[src/inc/cdcb_defines.svh]
// constants of the camera device control bank: offsets, reset values, timing
`ifndef CDCB_DEFINES_SVH
`define CDCB_DEFINES_SVH

// ---------------------------------------------------------------------------
// clock and timing
// ---------------------------------------------------------------------------
`define CDCB_CLK_HZ 200000000
`define CDCB_SEC_S 1
`define CDCB_SEC_CYCLES (`CDCB_SEC_S * `CDCB_CLK_HZ)
`define CDCB_FLASH_MS 500
`define CDCB_FLASH_CYCLES (`CDCB_FLASH_MS * (`CDCB_CLK_HZ / 1000))
`define CDCB_RESP_MS 32'h00000064
`define CDCB_MAX_PKT 16'h0400

// ---------------------------------------------------------------------------
// register byte offsets
// ---------------------------------------------------------------------------
`define CDCB_OFF_FW_VER 8'h00
`define CDCB_OFF_PL_VER 8'h04
`define CDCB_OFF_ENDIAN 8'h08
`define CDCB_OFF_UPTIME 8'h0c
`define CDCB_OFF_LINK_SPEED 8'h10
`define CDCB_OFF_TS_LATCH 8'h14
`define CDCB_OFF_TS_LO 8'h18
`define CDCB_OFF_TS_HI 8'h1c
`define CDCB_OFF_TS_MAX_LO 8'h20
`define CDCB_OFF_TS_MAX_HI 8'h24
`define CDCB_OFF_LIMIT_MODE 8'h28
`define CDCB_OFF_LINK_LIMIT 8'h2c
`define CDCB_OFF_LINK_CUR 8'h30
`define CDCB_OFF_SENSOR_LIMIT 8'h34
`define CDCB_OFF_DEV_RESET 8'h38
`define CDCB_OFF_TEMP_SEL 8'h3c
`define CDCB_OFF_TEMP 8'h40
`define CDCB_OFF_LOCATE 8'h44
`define CDCB_OFF_RESP_TIME 8'h48
`define CDCB_NAME_SEL 2'h2

// ---------------------------------------------------------------------------
// fields and reset values
// ---------------------------------------------------------------------------
`define CDCB_CMD_BIT 0
`define CDCB_PROTO_ENDIAN 1'h0
`define CDCB_IMPL_ENDIAN 1'h0
`define CDCB_TS_MAX 64'hffffffffffffffff
`define CDCB_LIMIT_MODE_RST 1'h0
`define CDCB_LINK_LIMIT_RST 32'h17d78400
`define CDCB_SENSOR_LIMIT_RST 32'h17d78400

`endif

[src/inc/cdcb_pkg.sv]
// types shared by the camera device control bank modules
`include "cdcb_defines.svh"

package cdcb_pkg;

  // -------------------------------------------------------------------------
  // bus handshake states, gray along idle -> fetch -> ack
  // -------------------------------------------------------------------------
  typedef enum logic [1:0] {
    CDCB_IDLE = 2'h0,
    CDCB_FETCH = 2'h1,
    CDCB_ACK = 2'h3
  } cdcb_bus_t;

  typedef struct packed {
    cdcb_bus_t bus;
    logic waitreq;
    logic [31:0] rdata;
    logic [15:0] name_valid;
    logic [63:0] ts;
    logic [63:0] ts_latched;
    logic [31:0] sec_cnt;
    logic [31:0] uptime;
    logic super_speed;
    logic limit_mode;
    logic [31:0] link_limit;
    logic [31:0] cur_bytes;
    logic [31:0] cur_thru;
    logic [31:0] sensor_limit;
    logic temp_sel;
    logic [31:0] flash_cnt;
    logic led;
    logic soft_rst;
  } cdcb_state_t;

  typedef struct packed {
    logic [15:0][31:0] mem;
    logic [31:0] rdata;
  } cdcb_mem_t;

  typedef struct packed {
    logic [47:0] credit;
    logic grant;
    logic [15:0] len;
  } cdcb_pacer_t;

endpackage

[src/design/cdcb_name_mem.sv]
// word store for the host assigned name, registered read port
module cdcb_name_mem
  import cdcb_pkg::*;
(
  input wire logic clk_i,
  input wire logic rst_i,
  input wire logic we_i,
  input wire logic [3:0] waddr_i,
  input wire logic [31:0] wdata_i,
  input wire logic [3:0] be_i,
  input wire logic [3:0] raddr_i,
  output logic [31:0] rdata_o
);

  cdcb_mem_t s;
  cdcb_mem_t next_s;
  logic [31:0] wmask;

  genvar gi;
  generate
    for (gi = 0; gi < 4; gi++) begin : g_lane
      assign wmask[8*gi +: 8] = {8{be_i[gi]}};
    end
  endgenerate

  always_comb begin
    next_s = s;
    next_s.rdata = s.mem[raddr_i];
    if (we_i) begin
      next_s.mem[waddr_i] = (s.mem[waddr_i] & ~wmask) | (wdata_i & wmask);
    end
    // contents need no reset: the owner tracks which words are valid
    if (rst_i) begin
      next_s.rdata = 32'h0;
    end
  end

  always_ff @(posedge clk_i) begin
    s <= next_s;
  end

  assign rdata_o = s.rdata;

endmodule // cdcb_name_mem

[src/design/cdcb_link_pacer.sv]
// credit based pacer that spaces transport packets under a byte rate limit
`include "cdcb_defines.svh"
module cdcb_link_pacer
  import cdcb_pkg::*;
(
  input wire logic clk_i,
  input wire logic rst_i,
  input wire logic enable_i,
  input wire logic [31:0] limit_i,
  input wire logic req_i,
  input wire logic [15:0] len_i,
  output logic grant_o,
  output logic [15:0] len_o
);

  cdcb_pacer_t s;
  cdcb_pacer_t next_s;
  logic [47:0] cost;
  logic [47:0] cap;
  logic [47:0] base;
  logic [47:0] sum;
  logic go;

  always_comb begin
    next_s = s;
    // one packet costs len * clock rate; one cycle earns the limit in bytes
    cost = 48'(len_i) * 48'(`CDCB_CLK_HZ);
    cap = 48'(`CDCB_MAX_PKT) * 48'(`CDCB_CLK_HZ);
    if (cost > cap) begin
      cap = cost;
    end
    go = 1'b0;
    if (req_i && !s.grant) begin
      if (!enable_i) begin
        go = 1'b1;
      end else if (s.credit >= cost) begin
        go = 1'b1;
      end
    end
    base = (go && enable_i) ? s.credit - cost : s.credit;
    sum = base + 48'(limit_i);
    // cap stops idle time turning into a burst above the limit
    next_s.credit = (sum > cap) ? cap : sum;
    next_s.grant = go;
    if (go) begin
      next_s.len = len_i;
    end
    if (rst_i) begin
      next_s = '0;
    end
  end

  always_ff @(posedge clk_i) begin
    s <= next_s;
  end

  assign grant_o = s.grant;
  assign len_o = s.len;

endmodule // cdcb_link_pacer

[src/design/cdcb_device_control.sv]
// camera device control bank: avalon-mm register slave with its device logic
//
// Behaviour
// - The host-assigned name is writable and reads back as zeros after reset until written.
// - Writing the latch command copies the running timestamp counter into the timestamp registers.
// - When limiting, packet grants are spaced evenly so the byte rate never exceeds the limit.
// - A read-only register shows the bytes sent on the link during the last full second.
// - Writing the reset command resets the bank except the uptime count and pulses the device reset output.
// - Writing the locate command lights the red indicator for one single flash.
// - A writable selector picks which component temperature the temperature register shows.
// - A read-only uptime register counts whole seconds since power came up.
// - A read-only register shows whether the link runs at super speed or high speed.
// - A writable sensor throughput limit drives the sensor flow limit output.
// - Firmware and logic versions read back from two read-only registers.
// - The largest value the timestamp can reach reads back from two read-only registers.
// - The protocol and implementation byte orders read back from one read-only register.
`include "cdcb_defines.svh"
module cdcb_device_control
  import cdcb_pkg::*;
#(
  parameter logic [31:0] FW_VERSION = 32'h00010000,
  parameter logic [31:0] PL_VERSION = 32'h00010000,
  parameter int SEC_CYCLES = `CDCB_SEC_CYCLES,
  parameter int FLASH_CYCLES = `CDCB_FLASH_CYCLES
) (
  input wire logic CLK_I,
  input wire logic RESET_I,
  input wire logic [7:0] AVS_ADDRESS_I,
  input wire logic AVS_READ_I,
  input wire logic AVS_WRITE_I,
  input wire logic [31:0] AVS_WRITEDATA_I,
  input wire logic [3:0] AVS_BYTEENABLE_I,
  output logic [31:0] AVS_READDATA_O,
  output logic AVS_WAITREQUEST_O,
  input wire logic USB_SUPER_SPEED_I,
  input wire logic [15:0] TEMP_BOARD_I,
  input wire logic [15:0] TEMP_SENSOR_I,
  input wire logic PKT_REQ_I,
  input wire logic [15:0] PKT_LEN_I,
  output logic PKT_GRANT_O,
  output logic [31:0] SENSOR_LIMIT_O,
  output logic LED_RED_O,
  output logic DEVICE_RESET_O
);

  // ---------------------------------------------------------------------------
  // declarations
  // ---------------------------------------------------------------------------
  cdcb_state_t s;
  cdcb_state_t next_s;
  logic [7:0] word_addr;
  logic name_hit;
  logic [3:0] name_idx;
  logic [31:0] wmask;
  logic [31:0] merged_link;
  logic [31:0] merged_sensor;
  logic cmd;
  logic wr_ack;
  logic [31:0] rd_val;
  logic [31:0] mem_rdata;
  logic mem_we;
  logic [31:0] mem_wdata;
  logic [3:0] mem_be;
  logic [15:0] temp_sel_val;
  logic grant;
  logic [15:0] grant_len;
  logic [31:0] grant_bytes;
  logic tick;
  logic sub_rst;

  assign word_addr = {AVS_ADDRESS_I[7:2], 2'h0};
  assign name_hit = (AVS_ADDRESS_I[7:6] == `CDCB_NAME_SEL);
  assign name_idx = AVS_ADDRESS_I[5:2];
  assign cmd = AVS_WRITEDATA_I[`CDCB_CMD_BIT] && AVS_BYTEENABLE_I[0];
  assign wr_ack = (s.bus == CDCB_ACK) && AVS_WRITE_I;
  assign sub_rst = RESET_I || s.soft_rst;

  // ---------------------------------------------------------------------------
  // byte lane masks
  // ---------------------------------------------------------------------------
  genvar gi;
  generate
    for (gi = 0; gi < 4; gi++) begin : g_lane
      assign wmask[8*gi +: 8] = {8{AVS_BYTEENABLE_I[gi]}};
    end
  endgenerate

  assign merged_link = (s.link_limit & ~wmask) | (AVS_WRITEDATA_I & wmask);
  assign merged_sensor = (s.sensor_limit & ~wmask) | (AVS_WRITEDATA_I & wmask);

  // ---------------------------------------------------------------------------
  // name store
  // ---------------------------------------------------------------------------
  always_comb begin
    mem_we = wr_ack && name_hit;
    // a fresh word takes zeros in the lanes not written, so it never shows stale data
    if (s.name_valid[name_idx]) begin
      mem_be = AVS_BYTEENABLE_I;
      mem_wdata = AVS_WRITEDATA_I;
    end else begin
      mem_be = 4'hf;
      mem_wdata = AVS_WRITEDATA_I & wmask;
    end
  end

  cdcb_name_mem u_name_mem (
    .clk_i(CLK_I),
    .rst_i(sub_rst),
    .we_i(mem_we),
    .waddr_i(name_idx),
    .wdata_i(mem_wdata),
    .be_i(mem_be),
    .raddr_i(name_idx),
    .rdata_o(mem_rdata)
  );

  // ---------------------------------------------------------------------------
  // link pacing
  // ---------------------------------------------------------------------------
  cdcb_link_pacer u_pacer (
    .clk_i(CLK_I),
    .rst_i(sub_rst),
    .enable_i(s.limit_mode),
    .limit_i(s.link_limit),
    .req_i(PKT_REQ_I),
    .len_i(PKT_LEN_I),
    .grant_o(grant),
    .len_o(grant_len)
  );

  assign grant_bytes = grant ? 32'(grant_len) : 32'h0;
  assign tick = (s.sec_cnt == 32'(SEC_CYCLES - 1));

  // ---------------------------------------------------------------------------
  // read mux
  // ---------------------------------------------------------------------------
  always_comb begin
    temp_sel_val = s.temp_sel ? TEMP_SENSOR_I : TEMP_BOARD_I;
    rd_val = 32'h0;
    if (name_hit) begin
      rd_val = s.name_valid[name_idx] ? mem_rdata : 32'h0;
    end else begin
      case (word_addr)
        `CDCB_OFF_FW_VER: rd_val = FW_VERSION;
        `CDCB_OFF_PL_VER: rd_val = PL_VERSION;
        `CDCB_OFF_ENDIAN: rd_val = {30'h0, `CDCB_IMPL_ENDIAN, `CDCB_PROTO_ENDIAN};
        `CDCB_OFF_UPTIME: rd_val = s.uptime;
        `CDCB_OFF_LINK_SPEED: rd_val = {31'h0, s.super_speed};
        `CDCB_OFF_TS_LO: rd_val = s.ts_latched[31:0];
        `CDCB_OFF_TS_HI: rd_val = s.ts_latched[63:32];
        `CDCB_OFF_TS_MAX_LO: rd_val = 32'(`CDCB_TS_MAX);
        `CDCB_OFF_TS_MAX_HI: rd_val = 32'(`CDCB_TS_MAX >> 32);
        `CDCB_OFF_LIMIT_MODE: rd_val = {31'h0, s.limit_mode};
        `CDCB_OFF_LINK_LIMIT: rd_val = s.link_limit;
        `CDCB_OFF_LINK_CUR: rd_val = s.cur_thru;
        `CDCB_OFF_SENSOR_LIMIT: rd_val = s.sensor_limit;
        `CDCB_OFF_TEMP_SEL: rd_val = {31'h0, s.temp_sel};
        `CDCB_OFF_TEMP: rd_val = {{16{temp_sel_val[15]}}, temp_sel_val};
        `CDCB_OFF_LOCATE: rd_val = {31'h0, s.led};
        `CDCB_OFF_RESP_TIME: rd_val = `CDCB_RESP_MS;
        default: rd_val = 32'h0;
      endcase
    end
  end

  // ---------------------------------------------------------------------------
  // next state
  // ---------------------------------------------------------------------------
  always_comb begin
    next_s = s;
    next_s.soft_rst = 1'b0;
    next_s.super_speed = USB_SUPER_SPEED_I;
    next_s.ts = s.ts + 64'h1;

    if (tick) begin
      next_s.sec_cnt = 32'h0;
      next_s.uptime = s.uptime + 32'h1;
      next_s.cur_thru = s.cur_bytes + grant_bytes;
      next_s.cur_bytes = 32'h0;
    end else begin
      next_s.sec_cnt = s.sec_cnt + 32'h1;
      next_s.cur_bytes = s.cur_bytes + grant_bytes;
    end

    if (s.flash_cnt != 32'h0) begin
      next_s.flash_cnt = s.flash_cnt - 32'h1;
    end

    case (s.bus)
      CDCB_IDLE: begin
        if (AVS_READ_I || AVS_WRITE_I) begin
          next_s.bus = CDCB_FETCH;
        end
      end
      CDCB_FETCH: begin
        // one spare cycle lets the name store present its registered word
        next_s.bus = CDCB_ACK;
        next_s.waitreq = 1'b0;
        next_s.rdata = AVS_READ_I ? rd_val : 32'h0;
      end
      CDCB_ACK: begin
        next_s.bus = CDCB_IDLE;
        next_s.waitreq = 1'b1;
        if (AVS_WRITE_I) begin
          if (name_hit) begin
            next_s.name_valid[name_idx] = 1'b1;
          end else begin
            case (word_addr)
              `CDCB_OFF_TS_LATCH: begin
                if (cmd) begin
                  next_s.ts_latched = s.ts;
                end
              end
              `CDCB_OFF_LIMIT_MODE: begin
                if (AVS_BYTEENABLE_I[0]) begin
                  next_s.limit_mode = AVS_WRITEDATA_I[0];
                end
              end
              `CDCB_OFF_LINK_LIMIT: next_s.link_limit = merged_link;
              `CDCB_OFF_SENSOR_LIMIT: next_s.sensor_limit = merged_sensor;
              `CDCB_OFF_DEV_RESET: begin
                if (cmd) begin
                  next_s.soft_rst = 1'b1;
                end
              end
              `CDCB_OFF_TEMP_SEL: begin
                if (AVS_BYTEENABLE_I[0]) begin
                  next_s.temp_sel = AVS_WRITEDATA_I[0];
                end
              end
              `CDCB_OFF_LOCATE: begin
                // start flash, a second command during a flash is dropped
                if (cmd && s.flash_cnt == 32'h0) begin
                  next_s.flash_cnt = 32'(FLASH_CYCLES);
                end
              end
              default: begin
              end
            endcase
          end
        end
      end
      default: begin
        next_s.bus = CDCB_IDLE;
        next_s.waitreq = 1'b1;
      end
    endcase

    next_s.led = (next_s.flash_cnt != 32'h0);

    // full reset; on the reset command uptime survives since power stays applied
    if (sub_rst) begin
      next_s = '0;
      next_s.bus = CDCB_IDLE;
      next_s.waitreq = 1'b1;
      next_s.limit_mode = `CDCB_LIMIT_MODE_RST;
      next_s.link_limit = `CDCB_LINK_LIMIT_RST;
      next_s.sensor_limit = `CDCB_SENSOR_LIMIT_RST;
      next_s.super_speed = USB_SUPER_SPEED_I;
      if (!RESET_I) begin
        next_s.uptime = tick ? s.uptime + 32'h1 : s.uptime;
        next_s.sec_cnt = tick ? 32'h0 : s.sec_cnt + 32'h1;
      end
    end
  end

  // ---------------------------------------------------------------------------
  // state register and outputs
  // ---------------------------------------------------------------------------
  always_ff @(posedge CLK_I) begin
    s <= next_s;
  end

  assign AVS_READDATA_O = s.rdata;
  assign AVS_WAITREQUEST_O = s.waitreq;
  assign PKT_GRANT_O = grant;
  assign SENSOR_LIMIT_O = s.sensor_limit;
  assign LED_RED_O = s.led;
  assign DEVICE_RESET_O = s.soft_rst;

endmodule // cdcb_device_control

[config.mk]
export PLATFORM = sky130hd
export DESIGN_NAME = cdcb_device_control
export DESIGN_NICKNAME = d
export VERILOG_FILES = /design/src/inc/cdcb_pkg.sv /design/src/design/cdcb_name_mem.sv /design/src/design/cdcb_link_pacer.sv /design/src/design/cdcb_device_control.sv
export VERILOG_INCLUDE_DIRS = /design/src /design/src/inc
export SDC_FILE = /design/constraint.sdc
export NUM_CORES = 2
export LEC_CHECK = 0
export ABC_AREA = 1
export BUFFER_PORTS_ARGS = -buffer_cell sky130_fd_sc_hd__buf_2
export CORE_ASPECT_RATIO = 1.75
export CORE_MARGIN = 4
export CORE_UTILIZATION = 40
export DETAILED_ROUTE_END_ITERATION = 10
export PLACE_DENSITY = 0.6
export SLEW_MARGIN = 10
export SYNTH_ARGS = -nofsm -noshare
export SYNTH_HDL_FRONTEND = slang
export SYNTH_SLANG_ARGS = --single-unit
export TNS_END_PERCENT = 1
[constraint.sdc]
create_clock -name CLK_I -period 13.8 [get_ports CLK_I]
set_input_delay 0 -clock CLK_I [delete_from_list [all_inputs] [get_ports CLK_I]]
set_output_delay 0 -clock CLK_I [all_outputs]
set_load 0.02 [all_outputs]
; Word level (Yosys, flattened, before mapping)
; Cells that the tools add are included.
[totals]
out_inout_bits = 68
word_cells = 165
in_bits = 98
ff_bits = 1017
[classes]
mul = 1
n_addsub = 7
eq_ne = 22
n_lt_le_gt_ge = 5
n_mux = 52
bitwise_logic = 15
reduce_logical = 25
[op_table]
columns = op, count
row1 = $bwmux W512, 1
row2 = $mux W32, 15
row3 = $pmux W32 S14, 1
row4 = $mux W229, 1
row5 = $mux W65, 3
row6 = $and A32 B32 Y32, 5
row7 = $bmux W32 S4, 1
row8 = $demux W32 S4, 1
row9 = $mux W33, 3
row10 = $mux W48, 2
row11 = $or A32 B32 Y32, 3
row12 = $add A32 B1 Y32 const B, 2
row13 = $add A64 B1 Y64 const B, 1
row14 = $mux W64, 1
row15 = $not A32 Y32, 2
row16 = $reduce_bool A32 Y1, 2
row17 = $add A48 B32 Y48, 1
row18 = $eq A6 B4 Y1 const B, 8
row19 = $ge A48 B44 Y1, 1
row20 = $gt A48 B44 Y1, 1
row21 = $sub A48 B44 Y48, 1
row22 = $gt A44 B38 Y1 const B, 1
row23 = $mux W44, 1
row24 = $mul A16 B19 Y35 const B, 1
row25 = 33 further kinds, 68

; Longest topological paths before layout
[logic_depth]
word_depth = 10
depth_mapped = 77
ltp_nobuf = 74

; Hierarchy
; Synthesis repeated with hierarchy kept, for this count alone.
[unflattened]
cells_unflattened = 8692
area_unflattened_um2 = 63907.5
[by_module_without_submodules]
columns = mod, seq_area_each_um2, cells_each, n_inst, area_each_um2
row1 = cdcb_name_mem, 16015.4, 3524, 1, 28483.6
row2 = cdcb_device_control, 8167.8, 3170, 1, 21551.9
row3 = cdcb_link_pacer, 1301.2, 1998, 1, 13872.1

; Worst setup path before layout
; OpenSTA, ideal clock, no wires.
[synth_path]
kind = input to register
start = input PKT_LEN_I[1]
end = register u_pacer.s[57] in the netlist's numbering
arrival_ps = 10602
required_time_ps = 13685
setup_ps = 115
stages = 60
slack_ps = 3083
path_cell_list = fa_1 -> inv_1 -> fa_1 -> inv_1 -> fa_1 -> fa_1 -> fa_1 -> inv_1 -> fa_1 -> inv_1 -> ha_1 -> nand2_1 -> inv_1 -> a21oi_1 -> nand3_2 -> a21oi_2 -> o21ai_1 -> a21boi_0 -> [24 not listed] -> nand4_1 -> nand2_1 -> nand2_1 -> xor2_1 -> inv_1 -> ha_1 -> nand4_1 -> nor3_1 -> nand3_1 -> nor2_1 -> nand4_1 -> o41ai_1 -> nand3_2 -> nor2_8 -> buf_6 -> nand3_1 -> nand2_1 -> nor2_1
[synth_via]
elab_chain_cells = 10
word_cells_on_any_way = 13
classes_between = 2 x add/sub / 1 x mul / 3 x order compare / 6 x mux / 1 x reduce/logical
[synth_rtl]
columns = element, line
row1 = start: declaration, cdcb_device_control.sv:39  ; input wire logic [15:0] PKT_LEN_I,
row2 = $mul A16 B19 Y35 *, cdcb_link_pacer.sv:27  ; cost = 48'(len_i) * 48'(`CDCB_CLK_HZ);
row3 = $ge A48 B44 Y1, cdcb_link_pacer.sv:36  ; end else if (s.credit >= cost) begin
row4 = $mux W1, cdcb_link_pacer.sv:36
row5 = $mux W1, cdcb_link_pacer.sv:34  ; if (!enable_i) begin
row6 = $mux W1, cdcb_link_pacer.sv:33  ; if (req_i && !s.grant) begin
row7 = $logic_and A1 B1 Y1, cdcb_link_pacer.sv:40  ; base = (go && enable_i) ? s.credit - cost : s.credit;
row8 = $mux W48, cdcb_link_pacer.sv:40
row9 = $add A48 B32 Y48, cdcb_link_pacer.sv:41  ; sum = base + 48'(limit_i);
row10 = $gt A48 B44 Y1, cdcb_link_pacer.sv:43  ; next_s.credit = (sum > cap) ? cap : sum;
row11 = $mux W48 *, cdcb_link_pacer.sv:43
row12 = end signal: assignment, cdcb_link_pacer.sv:54  ; s <= next_s;
row13 = end: declaration, cdcb_link_pacer.sv:16  ; cdcb_pacer_t s;
; Mark *: on every way between the ends. The rest lies on a longest branch, timed or not.
; A chain may end at the register's enable or synchronous reset.

; Final worst setup path
[layout_path]
start = input PKT_LEN_I[1]
end = register u_pacer.s[40] in the netlist's numbering
; The elaborated chain is that of the path after synthesis.

==> out/summary.md <==
The worst setup path is launched from a primary input. Footprint of the multi-input gates: 22900 um^2. The cell sitting at the root of the clock tree is a clkbuf_16.

Among all flip-flop cells after synthesis, the most frequent one is edfxtp_1. The total count of hold-check failures in the final report was 0; the layout cell share with drive strength beyond 1 was 8.13%. The worst hold path begins at AVS_ADDRESS_I[5]. The average via count per standard cell works out to 5.60. For this run, the slowest stage of the critical path takes 0.72 ns. Clock-pin slew was measured on the worst setup and hold paths at 0.07 ns. Setup repair after global routing left no endpoint under its margin. The Yosys step of the flow raised 0 warnings. The largest individual stage delay along the critical path comes from the cell fa_1.

The routed design could run at a clock period as short as 13.00 ns. The synthesized netlist occupies a cell area of 52500 um^2. Summed over all layers, the routed wires come to 179 mm. The number of cells traversed by the worst register-to-register path is 44, and the number of core rows is 175. Max-cap violations in this run came to 0. Global-route usage over all layers: 25.6%.

The number of antenna violations at the first check in global routing is 7. Dividing the detail-routed wire length by the instance count gives 23.3 um. Proportion of netlist area held by the largest area contributor: 29.3%. Worst-path maximum fanout: 41. The first routing iteration left 4126 violations. The flip-flop and latch count after synthesis was 1017.

In the final timing run, aggregate negative setup slack is 0 ns. The average size of a mapped cell was 9.04 um^2; the ratio of final minimum period to clock period was 94.2%. The flow ran to the end, and the final reports show no timing, DRC or antenna violations. Worst hold-check path type: primary input to flip-flop.

Summing all placed instances gives a cell area of 54900 um^2. The first global-routing pass estimated 262 mm of wire. In this run the critical register-to-register path is captured at u_pacer.s[40]. Summing all flip-flop and latch instances after layout gives 25500 um^2.

The number of H-tree branching levels is 3. The first TritonRoute pass finished after 7 iterations. Clock skew on the completed layout was measured at 0.0271 ns. By area the synthesized netlist is led by edfxtp_1, dfxtp_1, nand2_1. After floorplanning, the core was sized to cover 130000 um^2. The initial utilization of the core area, before any placement, comes to 40.3%.

The tools report the worst path required time as 14.39 ns. The tools report the top-level port count as 166. The number of distinct standard cells referenced by the synthesized netlist is 68, and the maximum vdd ir drop is 0.419 mV.

For this run, the top clock speed supported by timing is 0.0769 GHz. TritonCTS built the clock tree. The critical path is of the primary input to flip-flop type.

edfxtp_1 takes more of the synthesized area than any other cell. The floorplan die width is 282 um, and the number of clock sinks is 1017. Count of pins over their slew limit: 0. The path with the worst hold slack has its endpoint at u_name_mem.rdata_o[31]. The worst setup path is captured at a flip-flop.

Placer's final routability congestion estimate: 1.02. The final route contains 43144 vias. The buffer count from post-CTS setup fixing is 0, and the post-layout instance count excluding filler cells is 7711. The worst pin sits at a relative slew slack of 15.5%. The maximum buffer depth of the clock tree came out at 3. The total design power was 17000 uW.

After legalization and detailed placement, the total HPWL measured 130 mm. Sequential cells were found to cover 48.6% of the synthesized design area. Along the worst hold path, the cell count comes to 6. The run gives 13.59 ns as the critical path arrival. For this design the ratio of total power to cell area is 289 nW/um^2.

Global routing finished with a remaining overflow of 0. After detailed routing, the number of remaining DRC violations is 0. The reg-to-reg critical path startpoint is u_pacer.s[28]. The largest net degree at the start of global routing came out at 166. Fraction of registers with async set/reset: 0%. Most common cell type on the critical path: inv_1.

The logs give 0.0235 uW for the leakage dissipation and 42286 for the via count of the first global-routing pass. From bottom edge to top edge, the die measures 487 um. The number of synthesized flops with an enable pin came out at 512. Counting the fill cells in the layout gives 12712. The run gives 94 as the TritonCTS buffer count. For the latest clock arrival within the worst-skew pair, the log shows 0.71 ns. Counting every instance in the synthesized netlist gives 5802. The area growth from synthesis to final layout came out at 12.1%. Setup violations remaining at the end of the flow were counted as 0.

For the net total in the final layout, the log shows 6393. The number of I/O port buffers was 163; the transition at the pin with the smallest max-transition slack was 1.26 ns. In this run the remaining antenna-violating nets after routing total 0. The logs give 7457 for the number of placed instances, taps included and 5.45 ns for the register-to-register setup slack. The logs give 58800 um^2 for the final standard cell area without fillers and 137000 um^2 for the total die area.
[sequential cells by signal, indices dropped and copies added, names as in the netlist, 16 cells and up, named ones only]
name,count
u_name_mem.rdata_o,32
s,309
u_pacer.s,48
AVS_READDATA_O,32
u_name_mem.s,512
u_pacer.len_o,16
[synth_stat cells (8+ instances only)]
cell type  number
nand2_1       835
inv_1         768
a21oi_1       550
nor2_1        522
edfxtp_1      512
dfxtp_1       505
a22oi_1       275
o21ai_0       270
ha_1          239
nand3_1       193
clkbuf_1      176
nor3_1        113
fa_1          111
nand4_1       104
xor2_1        102
nor4_1         83
buf_4          65
xnor2_1        57
o22ai_1        46
a221oi_1       37
o211ai_1       32
a211oi_1       20
buf_1          19
buf_2          13
o2111ai_1      11
o21a_1         11
a21o_1         10
o21bai_1       10
nor2_2          9
a21boi_0        8
buf_6           8
[where the power goes]
group          total (uW)  internal [uW]  switching [uW]
clock                2680           1460            1220
combinational       11000           3650            7300
sequential           3370           3290            81.8
[through the flow]
step / util, % / setup slack [ns] / hold slack, ns
6_report: 45.2 / 0.799 / 0.0991
4_1_cts: 45.2 / 0.791 / 0.0364
2_1_floorplan: - / 3.08 / 0.0277
5_1_grt: 45.2 / 0.0833 / 0.0980
3_5_place_dp: 42.2 / 0.636 / 0.108
3_3_place_gp: 42.2 / 0.942 / 0.109
[cells by family (layout without fill, tap and decap cells)]
| logic type | count (synthesis) | after routing | synth area share, % |
|---|---|---|---|
| compound gates | 1316 | 1316 | 14.9 |
| xor+xnor | 159 | 159 | 2.65 |
| fa+ha+maj | 350 | 350 | 9.94 |
| buf+inv | 1059 | 1279 | 8.19 |
| flops | 1017 | 1017 | 48.6 |
| mux | 1 | 1 | 0.0191 |
| other cells | 1 | 9 | 0.00715 |
| simple gates | 1899 | 1899 | 15.7 |
[metal layers]
layer / global-route usage (%) / wire length [um] / up-vias
met5: 0 / 13 / -
met4: 14.4 / 12100 / 2
met3: 4.64 / 12800 / 454
met2: 44.3 / 87400 / 1731
met1: 29.7 / 67100 / 20779
li1: - / - / 20178
[final cells by class]
class                           instances  share of cell area (%)
Multi-Input combinational cell       3729                    38.9
Tap cell                             1681                    3.58
Clock buffer                          120                    4.48
Timing Repair Buffer                  325                    3.85
Antenna cell                            5                  0.0213
Inverter                              778                    4.98
Sequential cell                      1017                    43.3
Clock inverter                         56                   0.823
[repair_timing]
action / CTS / global route
hold buffers: 73 / 0
gates resized for setup: 0 / 2
endpoints found under the hold margin: 234 / 0
endpoints found under the setup margin: 0 / 33
[critical path: cells and delay by family]
family / cells / cell delay, ns
AO/OA/AOI/OAI: 14 / 3.28
XOR/XNOR: 2 / 0.51
adder cells (fa/ha/maj): 10 / 4.55
buffers and inverters: 14 / 1.80
AND/OR/NAND/NOR: 22 / 3.38
[placed cells by master (no fill, tap or decap), types with 9 or more instances in the layout]
master / instances
dlygate4sd3_1: 73
o21ai_0: 265
o21a_1: 11
o211ai_1: 32
edfxtp_1: 512
nor2_2: 15
nand3_1: 193
nor3_1: 111
nand2_1: 834
inv_1: 763
clkbuf_1: 14
nor2_1: 497
a22oi_1: 275
xnor2_1: 56
a221oi_1: 37
nand4_1: 104
ha_1: 239
o21ai_1: 12
a211oi_1: 20
clkinv_2: 16
o21bai_1: 10
xor2_1: 102
dfxtp_1: 505
a21oi_1: 550
inv_2: 9
a21o_1: 10
o22ai_1: 45
o2111ai_1: 11
nor2_4: 20
buf_4: 85
clkbuf_16: 100
clkinv_1: 14
nor4_1: 82
fa_1: 111
buf_2: 163
[how the worst max path moves through the flow]
stage | slack, ns | startpoint | end
2_1_floorplan | 3.08 | PKT_LEN_I[1] | u_pacer.s[57]
3_3_place_gp | 0.94 | PKT_LEN_I[1] | u_pacer.s[37]
3_5_place_dp | 0.64 | PKT_LEN_I[1] | u_pacer.s[43]
4_1_cts | 0.79 | PKT_LEN_I[1] | u_pacer.s[31]
5_1_grt | 0.08 | PKT_LEN_I[2] | u_pacer.s[46]
6_report | 0.80 | PKT_LEN_I[1] | u_pacer.s[40]
Power figures use the tool's default switching activity.
